### src/common/smv_pkg.sv
/*
 * smv_pkg: shared constants for the servo mode and velocity parameter block.
 * Assumes a single 100 MHz clock domain and an AXI4-Lite register master.
 */
package smv_pkg;
	// ---------------------------------------------------------------
	// register byte offsets
	// ---------------------------------------------------------------
	localparam logic [5:0] OFF_PRIMARY_MODE = 6'h00;
	localparam logic [5:0] OFF_SEC_MODE_ONE = 6'h04;
	localparam logic [5:0] OFF_SEC_MODE_TWO = 6'h08;
	localparam logic [5:0] OFF_SEC_MODE_THREE = 6'h0C;
	localparam logic [5:0] OFF_VEL_COMMAND = 6'h10;
	localparam logic [5:0] OFF_VEL_FEEDBACK = 6'h14;
	localparam logic [5:0] OFF_HOMING_VEL = 6'h18;
	localparam logic [5:0] OFF_HOMING_ACCEL = 6'h1C;
	localparam logic [5:0] OFF_VEL_POLARITY = 6'h20;
	localparam logic [5:0] OFF_PHASE = 6'h24;
	localparam logic [5:0] OFF_STATUS = 6'h28;
	localparam logic [5:0] OFF_REJECT = 6'h2C;

	// ---------------------------------------------------------------
	// field positions and widths
	// ---------------------------------------------------------------
	localparam int POL_CMD_BIT = 0;
	localparam int POL_FB_BIT = 2;
	localparam logic [15:0] POL_WRITE_MASK = 16'h0005;
	localparam int PHASE_W = 3;
	localparam int MODE_SEL_W = 2;

	// ---------------------------------------------------------------
	// reset values
	// ---------------------------------------------------------------
	localparam logic [15:0] MODE_RESET = 16'h0000;
	localparam logic [31:0] WORD_RESET = 32'h0000_0000;
	localparam logic [15:0] POL_RESET = 16'h0000;

	// ---------------------------------------------------------------
	// mode codes, communication phases, limits
	// ---------------------------------------------------------------
	localparam logic [15:0] MODE_NONE = 16'h0000;
	localparam logic [15:0] MODE_TORQUE_CYC = 16'h0001;
	localparam logic [15:0] MODE_VEL_CYC = 16'h0002;
	localparam logic [15:0] MODE_POS_CYC = 16'h0003;
	localparam logic [15:0] MODE_TORQUE_NOCYC = 16'h4001;
	localparam logic [15:0] MODE_VEL_NOCYC = 16'h4002;
	localparam logic [2:0] PHASE_TWO = 3'h2;
	localparam logic [2:0] PHASE_FOUR = 3'h4;
	localparam logic [31:0] VEL_MAX = 32'h0000_8000;
	localparam logic [31:0] VEL_MIN = 32'hFFFF_8000;
	localparam logic [31:0] ACCEL_MAX = 32'h017D_7840;

	// decoded operating mode
	typedef enum logic [2:0] {
		SMV_OP_NONE,
		SMV_OP_TORQUE,
		SMV_OP_VELOCITY,
		SMV_OP_POSITION,
		SMV_OP_TORQUE_FREE,
		SMV_OP_VELOCITY_FREE,
		SMV_OP_INVALID
	} smv_op_e;
endpackage : smv_pkg

### src/logic/smv_mode_decode.sv
/*
 * smv_mode_decode: turns a 16-bit mode parameter into an operating mode.
 * Assumes the caller registers the result.
 */
`timescale 1ns/10ps
module smv_mode_decode (
	// parameter value
	input wire logic [15:0] code_in,
	// decoded mode
	output smv_pkg::smv_op_e op_out
);
	// ---------------------------------------------------------------
	// decode table
	// ---------------------------------------------------------------
	always_comb begin
		case (code_in)
			smv_pkg::MODE_NONE: op_out = smv_pkg::SMV_OP_NONE;
			smv_pkg::MODE_TORQUE_CYC: op_out = smv_pkg::SMV_OP_TORQUE;
			smv_pkg::MODE_VEL_CYC: op_out = smv_pkg::SMV_OP_VELOCITY;
			smv_pkg::MODE_POS_CYC: op_out = smv_pkg::SMV_OP_POSITION;
			smv_pkg::MODE_TORQUE_NOCYC: op_out = smv_pkg::SMV_OP_TORQUE_FREE;
			smv_pkg::MODE_VEL_NOCYC: op_out = smv_pkg::SMV_OP_VELOCITY_FREE;
			default: op_out = smv_pkg::SMV_OP_INVALID;
		endcase
	end
endmodule : smv_mode_decode

### src/logic/smv_params.sv
/*
 * smv_params: operation-mode and velocity parameters of a servo drive,
 * reached over AXI4-Lite, with phase-gated writes and polarity inversion.
 * Assumes phase, control word and feedback come from logic on clk_in.
 */
`timescale 1ns/10ps
// Behaviour
// - primary select adopts primary mode parameter
// - mode codes decode to six operating modes
// - secondary one select adopts its parameter
// - secondary two select adopts its parameter
// - secondary three select adopts its parameter
// - drive reports signed read-only velocity feedback
// - homing velocity held, written in phase four
// - homing acceleration held, written in phase four
// - polarity bits invert command and feedback
// - inversion only at loop input and output
// - positive command with no inversion is clockwise
module smv_params (
	// clock and reset
	input wire logic clk_in,
	input wire logic rstn_in,
	// axi4-lite write address
	input wire logic s_axi_awvalid,
	output logic s_axi_awready,
	input wire logic [5:0] s_axi_awaddr,
	// axi4-lite write data
	input wire logic s_axi_wvalid,
	output logic s_axi_wready,
	input wire logic [31:0] s_axi_wdata,
	input wire logic [3:0] s_axi_wstrb,
	// axi4-lite write response
	output logic s_axi_bvalid,
	input wire logic s_axi_bready,
	output logic [1:0] s_axi_bresp,
	// axi4-lite read address
	input wire logic s_axi_arvalid,
	output logic s_axi_arready,
	input wire logic [5:0] s_axi_araddr,
	// axi4-lite read data
	output logic s_axi_rvalid,
	input wire logic s_axi_rready,
	output logic [31:0] s_axi_rdata,
	output logic [1:0] s_axi_rresp,
	// ring state from the telegram logic
	input wire logic [2:0] comm_phase_in,
	input wire logic [1:0] mode_select_in,
	// raw velocity feedback from the loop
	input wire logic [31:0] loop_vel_fb_in,
	// loop-facing outputs
	output smv_pkg::smv_op_e active_mode_out,
	output logic [31:0] loop_vel_cmd_out,
	output logic [31:0] homing_vel_out,
	output logic [31:0] homing_accel_out
);
	// ---------------------------------------------------------------
	// parameter storage
	// ---------------------------------------------------------------
	logic [15:0] mode_q [4]; // primary, secondary one to three
	logic [31:0] vel_cmd_q; // command as written by the master
	logic [31:0] vel_fb_q; // feedback after polarity
	logic [31:0] homing_vel_q;
	logic [31:0] homing_accel_q;
	logic [15:0] polarity_q;
	logic [31:0] reject_cnt_q; // count of refused writes
	smv_pkg::smv_op_e op_dec [4]; // decoded parameters

	// ---------------------------------------------------------------
	// axi write channel state
	// ---------------------------------------------------------------
	logic aw_held_q; // address captured
	logic w_held_q; // data captured
	logic [5:0] aw_addr_q;
	logic [31:0] w_data_q;
	logic [3:0] w_strb_q;
	logic wr_go; // both halves present, no response pending
	logic wr_ok; // address mapped, writable, phase allowed
	logic wr_hit_rw; // address names a writable register
	logic [31:0] wr_merged; // old word with strobed bytes replaced
	logic [31:0] wr_old;
	logic ar_go;
	logic [31:0] rd_word;
	logic rd_hit;

	// ---------------------------------------------------------------
	// write address and data capture, either order
	// ---------------------------------------------------------------
	always_ff @(posedge clk_in or negedge rstn_in) begin
		if (!rstn_in) begin
			aw_held_q <= 1'b0;
			aw_addr_q <= 6'h00;
		end else if (wr_go) begin
			aw_held_q <= 1'b0;
		end else if (s_axi_awvalid && s_axi_awready) begin
			aw_held_q <= 1'b1;
			aw_addr_q <= s_axi_awaddr;
		end
	end

	always_ff @(posedge clk_in or negedge rstn_in) begin
		if (!rstn_in) begin
			w_held_q <= 1'b0;
			w_data_q <= 32'h0000_0000;
			w_strb_q <= 4'h0;
		end else if (wr_go) begin
			w_held_q <= 1'b0;
		end else if (s_axi_wvalid && s_axi_wready) begin
			w_held_q <= 1'b1;
			w_data_q <= s_axi_wdata;
			w_strb_q <= s_axi_wstrb;
		end
	end

	// ready while not holding a half and no response outstanding
	always_ff @(posedge clk_in or negedge rstn_in) begin
		if (!rstn_in) begin
			s_axi_awready <= 1'b0;
			s_axi_wready <= 1'b0;
		end else begin
			s_axi_awready <= !(aw_held_q || (s_axi_awvalid && s_axi_awready)) && !wr_go
				&& !s_axi_bvalid;
			s_axi_wready <= !(w_held_q || (s_axi_wvalid && s_axi_wready)) && !wr_go
				&& !s_axi_bvalid;
		end
	end

	assign wr_go = aw_held_q && w_held_q && !s_axi_bvalid;

	// ---------------------------------------------------------------
	// write decode: phase gate per register
	// ---------------------------------------------------------------
	always_comb begin
		wr_hit_rw = 1'b1;
		wr_ok = 1'b0;
		wr_old = 32'h0000_0000;
		case (aw_addr_q)
			smv_pkg::OFF_PRIMARY_MODE, smv_pkg::OFF_SEC_MODE_ONE,
			smv_pkg::OFF_SEC_MODE_TWO, smv_pkg::OFF_SEC_MODE_THREE: begin
				wr_ok = (comm_phase_in == smv_pkg::PHASE_TWO);
				wr_old = {16'h0000, mode_q[aw_addr_q[3:2]]};
			end
			smv_pkg::OFF_VEL_COMMAND: begin
				wr_ok = (comm_phase_in == smv_pkg::PHASE_FOUR);
				wr_old = vel_cmd_q;
			end
			smv_pkg::OFF_HOMING_VEL: begin
				wr_ok = (comm_phase_in == smv_pkg::PHASE_FOUR);
				wr_old = homing_vel_q;
			end
			smv_pkg::OFF_HOMING_ACCEL: begin
				wr_ok = (comm_phase_in == smv_pkg::PHASE_FOUR);
				wr_old = homing_accel_q;
			end
			smv_pkg::OFF_VEL_POLARITY: begin
				// writable in phases two to four
				wr_ok = (comm_phase_in >= smv_pkg::PHASE_TWO)
					&& (comm_phase_in <= smv_pkg::PHASE_FOUR);
				wr_old = {16'h0000, polarity_q};
			end
			default: begin
				wr_hit_rw = 1'b0;
			end
		endcase
	end

	// byte-lane merge, one lane per strobe bit
	genvar gi;
	generate
		for (gi = 0; gi < 4; gi++) begin : g_lane
			assign wr_merged[gi*8 +: 8] = w_strb_q[gi] ? w_data_q[gi*8 +: 8] : wr_old[gi*8 +: 8];
		end
	endgenerate

	// ---------------------------------------------------------------
	// parameter registers
	// ---------------------------------------------------------------
	always_ff @(posedge clk_in or negedge rstn_in) begin
		if (!rstn_in) begin
			for (int i = 0; i < 4; i++) begin
				mode_q[i] <= smv_pkg::MODE_RESET;
			end
		end else if (wr_go && wr_ok && (aw_addr_q <= smv_pkg::OFF_SEC_MODE_THREE)) begin
			mode_q[aw_addr_q[3:2]] <= wr_merged[15:0];
		end
	end

	always_ff @(posedge clk_in or negedge rstn_in) begin
		if (!rstn_in) begin
			vel_cmd_q <= smv_pkg::WORD_RESET;
			homing_vel_q <= smv_pkg::WORD_RESET;
			homing_accel_q <= smv_pkg::WORD_RESET;
			polarity_q <= smv_pkg::POL_RESET;
		end else if (wr_go && wr_ok) begin
			case (aw_addr_q)
				smv_pkg::OFF_VEL_COMMAND: vel_cmd_q <= wr_merged;
				smv_pkg::OFF_HOMING_VEL: homing_vel_q <= wr_merged;
				smv_pkg::OFF_HOMING_ACCEL: homing_accel_q <= wr_merged;
				// reserved polarity bits stay zero
				smv_pkg::OFF_VEL_POLARITY: polarity_q <= wr_merged[15:0] & smv_pkg::POL_WRITE_MASK;
				default: begin
				end
			endcase
		end
	end

	// refused writes are counted so software can see them
	always_ff @(posedge clk_in or negedge rstn_in) begin
		if (!rstn_in) begin
			reject_cnt_q <= smv_pkg::WORD_RESET;
		end else if (wr_go && wr_hit_rw && !wr_ok) begin
			reject_cnt_q <= reject_cnt_q + 32'h0000_0001;
		end
	end

	// write response: slverr for refused or unmapped
	always_ff @(posedge clk_in or negedge rstn_in) begin
		if (!rstn_in) begin
			s_axi_bvalid <= 1'b0;
			s_axi_bresp <= 2'h0;
		end else if (wr_go) begin
			s_axi_bvalid <= 1'b1;
			s_axi_bresp <= wr_ok ? 2'h0 : 2'h2;
		end else if (s_axi_bready) begin
			s_axi_bvalid <= 1'b0;
		end
	end

	// ---------------------------------------------------------------
	// mode selection and loop interface
	// ---------------------------------------------------------------
	generate
		for (gi = 0; gi < 4; gi++) begin : g_dec
			smv_mode_decode u_dec (
				.code_in(mode_q[gi]),
				.op_out(op_dec[gi])
			);
		end
	endgenerate

	// control word select 0..3 picks primary, secondary one..three
	always_ff @(posedge clk_in or negedge rstn_in) begin
		if (!rstn_in) begin
			active_mode_out <= smv_pkg::SMV_OP_NONE;
		end else begin
			case (mode_select_in)
				2'h0: active_mode_out <= op_dec[0];
				2'h1: active_mode_out <= op_dec[1];
				2'h2: active_mode_out <= op_dec[2];
				2'h3: active_mode_out <= op_dec[3];
				default: active_mode_out <= smv_pkg::SMV_OP_NONE;
			endcase
		end
	end

	// inversion applied at the loop boundary only, never inside it
	always_ff @(posedge clk_in or negedge rstn_in) begin
		if (!rstn_in) begin
			loop_vel_cmd_out <= smv_pkg::WORD_RESET;
			vel_fb_q <= smv_pkg::WORD_RESET;
		end else begin
			// positive command with bit clear means clockwise
			loop_vel_cmd_out <= polarity_q[smv_pkg::POL_CMD_BIT]
				? (32'h0000_0000 - vel_cmd_q) : vel_cmd_q;
			vel_fb_q <= polarity_q[smv_pkg::POL_FB_BIT]
				? (32'h0000_0000 - loop_vel_fb_in) : loop_vel_fb_in;
		end
	end

	// homing values go to the drive's own homing control
	always_ff @(posedge clk_in or negedge rstn_in) begin
		if (!rstn_in) begin
			homing_vel_out <= smv_pkg::WORD_RESET;
			homing_accel_out <= smv_pkg::WORD_RESET;
		end else begin
			homing_vel_out <= homing_vel_q;
			homing_accel_out <= homing_accel_q;
		end
	end

	// ---------------------------------------------------------------
	// read path
	// ---------------------------------------------------------------
	always_comb begin
		rd_hit = 1'b1;
		case (s_axi_araddr)
			smv_pkg::OFF_PRIMARY_MODE, smv_pkg::OFF_SEC_MODE_ONE,
			smv_pkg::OFF_SEC_MODE_TWO, smv_pkg::OFF_SEC_MODE_THREE:
				rd_word = {16'h0000, mode_q[s_axi_araddr[3:2]]};
			smv_pkg::OFF_VEL_COMMAND: rd_word = vel_cmd_q;
			smv_pkg::OFF_VEL_FEEDBACK: rd_word = vel_fb_q;
			smv_pkg::OFF_HOMING_VEL: rd_word = homing_vel_q;
			smv_pkg::OFF_HOMING_ACCEL: rd_word = homing_accel_q;
			smv_pkg::OFF_VEL_POLARITY: rd_word = {16'h0000, polarity_q};
			smv_pkg::OFF_PHASE: rd_word = {29'h0000_0000, comm_phase_in};
			smv_pkg::OFF_STATUS: rd_word = {27'h000_0000, mode_select_in, active_mode_out};
			smv_pkg::OFF_REJECT: rd_word = reject_cnt_q;
			default: begin
				rd_word = 32'h0000_0000;
				rd_hit = 1'b0;
			end
		endcase
	end

	assign ar_go = s_axi_arvalid && s_axi_arready;

	// one read at a time; arready drops while data is pending
	always_ff @(posedge clk_in or negedge rstn_in) begin
		if (!rstn_in) begin
			s_axi_arready <= 1'b0;
			s_axi_rvalid <= 1'b0;
			s_axi_rdata <= 32'h0000_0000;
			s_axi_rresp <= 2'h0;
		end else if (ar_go) begin
			s_axi_arready <= 1'b0;
			s_axi_rvalid <= 1'b1;
			s_axi_rdata <= rd_word;
			s_axi_rresp <= rd_hit ? 2'h0 : 2'h2;
		end else if (s_axi_rvalid) begin
			if (s_axi_rready) begin
				s_axi_rvalid <= 1'b0;
				s_axi_arready <= 1'b1;
			end
		end else begin
			s_axi_arready <= 1'b1;
		end
	end
endmodule : smv_params

### config.mk
export PLATFORM = sky130hd
export DESIGN_NAME = smv_params
export DESIGN_NICKNAME = d
export VERILOG_FILES = /design/src/common/smv_pkg.sv /design/src/logic/smv_mode_decode.sv /design/src/logic/smv_params.sv
export SDC_FILE = /design/constraint.sdc
export NUM_CORES = 1
export LEC_CHECK = 0
export BUFFER_PORTS_ARGS = -buffer_cell sky130_fd_sc_hd__buf_2
export CAP_MARGIN = 20
export CORE_UTILIZATION = 50
export CTS_BUF_LIST = sky130_fd_sc_hd__clkbuf_16
export CTS_CLUSTER_SIZE = 25
export DETAILED_ROUTE_END_ITERATION = 8
export PLACE_DENSITY = 0.73
export SLEW_MARGIN = 20
export SYNTH_ARGS = -nofsm -noshare
export SYNTH_HDL_FRONTEND = slang
export SYNTH_SLANG_ARGS = --single-unit
export TNS_END_PERCENT = 30
### constraint.sdc
create_clock -name clk_in -period 2.3 [get_ports clk_in]
set_clock_uncertainty 0.2 [all_clocks]
set_input_delay 0.46 -clock clk_in [delete_from_list [all_inputs] [get_ports clk_in]]
set_output_delay 0.46 -clock clk_in [all_outputs]
set_load 0.005 [all_outputs]
Word level (Yosys, flattened, before mapping)
Cells that the tools add are included.
- eq/ne operators: 44
- $lt $le $gt $ge: 6
- $add $sub $neg: 3
- multiplexer cells: 39
- bitwise operators: 3
- reduce and logical (&&, ||, !) cells: 43
- operators with widths (operator ; count):
    32-bit one-hot mux with 9 select lines ; 1
    32-bit one-hot mux with 5 select lines ; 1
    16-bit by 15-bit equality test with 1-bit output, second input constant ; 8
    16-bit by 2-bit equality test with 1-bit output, second input constant ; 8
    16-bit two-way mux ; 5
    3-bit one-hot mux with 6 select lines ; 4
    16-bit binary-select mux with 2-bit select ; 2
    64-bit bitwise mux ; 1
    16-bit by 1-bit equality test with 1-bit output, second input constant ; 4
    16-bit zero test ; 4
    32-bit two-way mux ; 2
    1-bit by 32-bit subtractor with 32-bit output, first input constant ; 2
    6-bit by 5-bit equality test with 1-bit output, second input constant ; 7
    32-bit by 1-bit adder with 32-bit output, second input constant ; 1
    16-bit demux with 2-bit select ; 1
    8-bit two-way mux ; 4
    6-bit equality test, second input constant ; 5
    6-bit by 4-bit equality test with 1-bit output, second input constant ; 4
    1-bit logical AND ; 15
    1-bit two-way mux ; 14
    6-bit by 3-bit equality test with 1-bit output, second input constant ; 2
    6-bit zero test ; 2
    3-bit one-hot mux with 4 select lines ; 1
    2-bit AND reduction ; 6
    other kinds (22) ; 34
- word-level logic and storage cells: 165
- output and inout port bits: 140
- bits in registers: 410

Longest topological paths before layout
- depth in word-level cells: 7
- depth in mapped cells: 8

Modules after synthesis
Synthesis repeated with hierarchy kept, for this count alone.
- cells, all modules: 1627
- area, all modules: 18285.0 µm²
- by module, submodules not included (module ; area an instance (µm²) ; cells an instance ; times used ; seq. area each (µm²)):
    smv_params ; 18004.8 ; 1579 ; 1 ; 10209.8
    smv_mode_decode ; 70.1 ; 12 ; 4 ; 0.0

Least setup slack after synthesis
Ideal clock, no wire load.
- path type: reg2reg
- from: reg aw_addr_q[3]
- to: reg mode_q[5] (netlist bit)
- arrival: 2208 ps
- path slack: -235 ps
- data required time: 1972 ps
- period minus slack after synthesis: 2535 ps
- stages on the path, launching flop included: 8
- path through: dfrtp_1 > clkbuf_1 > nor4_1 > a22o_1 > a21oi_2 > nor4b_4 > buf_6 > mux2_1
- longest elaborated chain between the ends: 7
- elaborated cells on any way between the ends: 26
- those cells by class: order compare (3); eq/ne (7); mux (9); bitwise (1); reduce/logical (6)
- ends and longest elaborated chain (what ; RTL line ; text):
    from (decl) ; smv_params.sv:73 ; logic [5:0] aw_addr_q;
    from (signal assigned) ; smv_params.sv:96 ; aw_addr_q <= s_axi_awaddr;
    2-bit inverter with 3-bit output (not written as such) ; smv_params.sv:140, smv_params.sv:183 ;
    16-bit binary-select mux with 2-bit select ; smv_params.sv:140 ; wr_old = {16'h0000, mode_q[aw_addr_q[3:2]]};
    16-bit two-way mux (not written as such) (2 in series) ; smv_params.sv:140 ;
    32-bit one-hot mux with 5 select lines ; smv_params.sv:136 ; case (aw_addr_q)
    8-bit two-way mux ; smv_params.sv:170 ; assign wr_merged[gi*8 +: 8] = w_strb_q[gi] ? w_data_q[gi*8 +: 8] : wr_old[gi*8 +: 8];
    64-bit bitwise mux ; smv_params.sv:183 ; mode_q[aw_addr_q[3:2]] <= wr_merged[15:0];
    to (signal, indexed assignment) ; smv_params.sv:180 ; mode_q[i] <= smv_pkg::MODE_RESET;
    to (signal, indexed assignment) ; smv_params.sv:183 ;
    to (decl) ; smv_params.sv:59 ; logic [15:0] mode_q [4];
Several ways; a longest one is shown, not always the timed one. The select of a mux whose other input is x is not followed.
A chain may end at the register's enable or synchronous reset.

Worst setup path after layout
- from: reg aw_addr_q[1]
- to: reg mode_q[13] (netlist bit)
- longest elaborated chain between the ends: 5
- elaborated cells on any way between the ends: 17
- those cells by class: order compare (1); eq/ne (7); mux (4); reduce/logical (5)
- ends and longest elaborated chain (what ; RTL line):
    6-bit by 3-bit equality test with 1-bit output, or another cell as far along ; smv_params.sv:136
    4-bit OR reduction or 3-bit OR reduction (tied branches) ; -
    32-bit one-hot mux with 5 select lines or 1-bit one-hot mux with 3 select lines (tied branches) ; smv_params.sv:136
    8-bit two-way mux or 1-bit logical AND (tied branches) ; smv_params.sv:170, smv_params.sv:182
    64-bit bitwise mux or 1-bit logical AND (tied branches) ; smv_params.sv:183, smv_params.sv:182
Several ways; a longest one is shown, not always the timed one.

==> results.md <==
- Met3 global-route usage: between 5 and 6%
- Status: finished with violations
- Final critical-path share of the clock period: 106%
- Avg WL per Cell: about 25 µm
- Number of flip-flops and latches in the synthesized netlist: between 400 and 500
- Crit path max-delay cell type: dfrtp_2
- Most congested layer reported by global routing: met2
- Number of design rule violations left after detail routing: 0
- Core area: approximately 0.037 mm²
- Largest net degree at the start of global routing: between 80 and 90
- Clock buffer count from CTS: 45
- Relative slew slack: between 40 and 50%
- Buffer and inverter count on the worst path: 1
- Critical path's largest stage delay: roughly 450 ps
- Final HPWL from detailed placement: 41500 µm
- Clk slew on worst S/H paths: about 60 ps
- Endpoint with the worst hold slack: vel_fb_q[14]
- Max IR drop VDD: approximately 480 µV
- Vias post-DR: between 10000 and 15000
- Deepest level of the CTS H-tree: 2
- Combined area of all synthesized cells: 0.0189 mm²
- Slew @ Worst Pin: ~800 ps
- Endpoint of the lowest-slack register-to-register path: mode_q[13]
- Post-DR vias/cell: 6.10
- Nets: between 2000 and 2500
- Sequential fraction of the synthesis area: a little over half
- Antenna violations before repair: 3
- Leak pwr: about 0.012 µW
- Boundary pin count: about 230
- Critical Path Source Type: flop
- Start point of the worst hold path: loop_vel_fb_in[14]
- Minimum clock period after layout: between 2000 and 2500 ps
- Async SR Flop Fraction: 100%
- Flop2flop setup slack: -140 ps
- Least setup slack across all paths after layout: -140 ps
- GR met1 Demand/Resource: a little under half
- Synth unique cells: 68
- Tightest Hold Check Type: primary input to flop
- Number of routed nets with antenna violations: 0
- Max-cap violations: 0
- Post-synthesis to final-layout area growth: 33.6%
- Fraction of final layout cells with drive strength greater than 1: 43.9%
- Insertion delay of the later-clocked pin in the worst-skew pair: ~560 ps
- Aggregate global routing overflow: 0
- GRT met2 Usage: about 48%
- X dimension of the die: between 150 and 200 µm
- Total Power Consumption: about 21000 µW
- R2R depth: 6
- Violation count after the first detailed-route iteration: 1481
- Depth of the worst hold-timing path: 3
- Power Density: around 850 mW/mm²
- Critical Path RT: between 2000 and 3000 ps
- Gate Count Post-Synth: ~1500
- Kind of cell adding the most delay to the critical path: simple AND/OR/NAND/NOR gates
- Cells along the critical path: or2_4, nor4_4, a21oi_4, nor4b_4, buf_12, mux2_1
- Critical Path AT: approximately 2700 ps
- Vias in the first global route: about 15000
- Clock sink total: 408
- Total instance count after detailed placement: 2287
- Unrepaired setup endpoints after global routing: true
- Violations in the final reports: setup timing
- Dominant synthesized flop cell: dfrtp_1
- Reg2Reg Launch Point: aw_addr_q[1]
- Die footprint: 0.0385 mm²
- Crit path capture type: flop
- GRT Util Overall: between 30% and 40%
- Final Hold Viols: 0
- Yosys warning total: 0
- Post-route insts no fill: 2458
- CTS Root Buffer Type: clkbuf_16
- Starting Density: about 50%
- TritonCTS clock tree: yes
- Wire length of the first global-routing pass: about 92000 µm
- Die boundary height: roughly 200 µm
- Number of placement rows: 70
- Category of the critical setup timing path: flop to flop
- Number of buffers on the longest clock path: 3
- Mean post-synth cell area: 12.8 µm²
- Final Max Tran Viols: 0
- I/O Buffers: ~230
- F_max: about 410 MHz
- Final setup viols: about 150
- First drt pass iteration count: 5
- Critical path peak fanout: 16
- Wirelength, routed: just over 60000 µm
- EDFF count, synth: 0
- Placer's final routability congestion estimate: around 0.97
## cell usage after synthesis, types with 4 or more instances
cell type | instances | share of area, %
dfrtp_1 | 408 | 54
mux4_2 | 61 | 7.3
mux2_1 | 13 | 0.78
nand2_1 | 90 | 1.8
mux2i_1 | 33 | 1.8
xnor2_1 | 65 | 3.0
a21o_1 | 4 | 0.16
xor2_1 | 27 | 1.3
and3_1 | 7 | 0.23
a221oi_1 | 5 | 0.23
a222oi_1 | 16 | 0.85
and2_1 | 4 | 0.13
buf_1 | 12 | 0.24
mux2_2 | 202 | 12
nor4_1 | 24 | 0.80
or4_1 | 13 | 0.52
o31ai_1 | 19 | 0.76
a31oi_1 | 5 | 0.17
nand3_1 | 31 | 0.82
buf_2 | 25 | 0.66
o21ai_0 | 78 | 2.1
a21oi_1 | 47 | 1.2
a22o_1 | 23 | 1.1
nor2b_1 | 18 | 0.60
a22oi_1 | 7 | 0.28
nor2_1 | 24 | 0.48
o41ai_1 | 11 | 0.51
nor3_1 | 31 | 0.82
nand2b_1 | 7 | 0.23
nand4_1 | 15 | 0.50
clkbuf_1 | 48 | 0.95
inv_1 | 36 | 0.72
or3_1 | 8 | 0.27
## sequential cells by signal, summed over array words and instances, names as in the netlist, 2 cells and up
signal / cells
active_mode_out: 3
aw_addr_q: 6
homing_accel_out: 32
homing_accel_q: 32
homing_vel_out: 32
homing_vel_q: 32
loop_vel_cmd_out: 32
mode_q: 64
polarity_q: 2
reject_cnt_q: 32
s_axi_rdata: 32
vel_cmd_q: 32
vel_fb_q: 32
w_data_q: 32
w_strb_q: 4
## timing repair
action | in CTS | in global routing
gates resized for setup | 85 | 114
hold endpoints to repair | 463 | 0
hold buffers | 68 | 0
cloned | 3 | 2
buffers inserted | 4 | 7
pin swaps | 4 | 23
setup endpoints to repair | 199 | 219
## metrics by stage
stage | hold WS, ps | TNS [ps] | worst slack [ps] | instance area (µm²) | utilization [%]
2_1_floorplan | -35.6 | -14990 | -138 | 18900 | -
3_3_place_gp | 153 | -26640 | -417 | 21900 | 59.5
3_5_place_dp | 152 | -35160 | -458 | 21900 | 59.5
4_1_cts | 1.74 | -9760 | -157 | 24600 | 66.7
5_1_grt | 24.5 | -23910 | -213 | 25200 | 68.4
6_report | 21.4 | -11970 | -140 | 25200 | 68.4
## worst max-delay path by stage
stage / startpoint / to / slack [ps] / cells past startpoint
floorplan: aw_addr_q[5] / homing_vel_q[10] / -140 / 6
global placement: loop_vel_fb_in[16] / vel_fb_q[24] / -420 / 8
global route: aw_addr_q[1] / mode_q[6] / -210 / 6
detailed placement: loop_vel_fb_in[4] / vel_fb_q[24] / -460 / 7
CTS: aw_addr_q[1] / mode_q[11] / -160 / 6
finish: aw_addr_q[1] / mode_q[13] / -140 / 6
## power breakdown
group | switching (µW) | internal [µW] | total [µW]
Clock | 2960 | 4270 | 7230
Sequential | 788 | 7850 | 8640
Combinational | 3110 | 2480 | 5590
## worst reg2reg max path, cell delays in order, from the launching register on
cell and delay (ps):
dfrtp_2 450, or2_4 280, nor4_4 340, a21oi_4 170
nor4b_4 300, buf_12 240, mux2_1 350
## final cells by class
| type | instances | area [µm²] |
|---|---|---|
| clock inverter | 36 | 310 |
| clock buffer | 47 | 1180 |
| fill | 2550 | 11700 |
| antenna | 4 | 10.0 |
| multi-input combinational | 940 | 9010 |
| tap | 504 | 631 |
| timing repair buffer | 483 | 3720 |
| inverter | 36 | 135 |
| sequential | 408 | 10200 |
## routing by layer
layer | vias to the layer above | routed length, µm | part of all wire, %
li1 | 6367 | - | -
met1 | 7639 | 25000 | 41
met2 | 840 | 28100 | 46
met3 | 150 | 5480 | 9.0
met4 | 2 | 2100 | 3.5
met5 | - | 19 | 0.031
## layout by cell type (no fill, tap or decap), drive strengths merged, types with 11 or more instances in the layout
cell and n:
mux2 215, a222oi 16, dfrtp 408, nor2b 18
buf 413, nand2 90, nor2 24, o31ai 19
nand4 18, inv 47, clkbuf 49, nor4 26
dlygate4sd3 68, o41ai 11, a22o 23, a21oi 48
xor2 27, mux4 61, xnor2 65, nor3 32
clkinv 18, mux2i 33, o21ai 79, nand3 31
or4 13
## cells by family (layout without fill, tap and decap cells)
| group | Yosys count | count (layout) | share of synthesized area (%) |
|---|---|---|---|
| AOI/OAI and AO/OA | 230 | 230 | 7.94 |
| and+or+nand+nor | 304 | 304 | 8.89 |
| buffers and inverters | 124 | 602 | 2.71 |
| other | 1 | 6 | 0.0199 |
| xor gates and xnor gates | 92 | 92 | 4.27 |
| adders and majority gates | 3 | 3 | 0.199 |
| muxes | 309 | 309 | 21.9 |
| DFF | 408 | 408 | 54.1 |
Note: power is estimated with default switching activity, not from simulation.
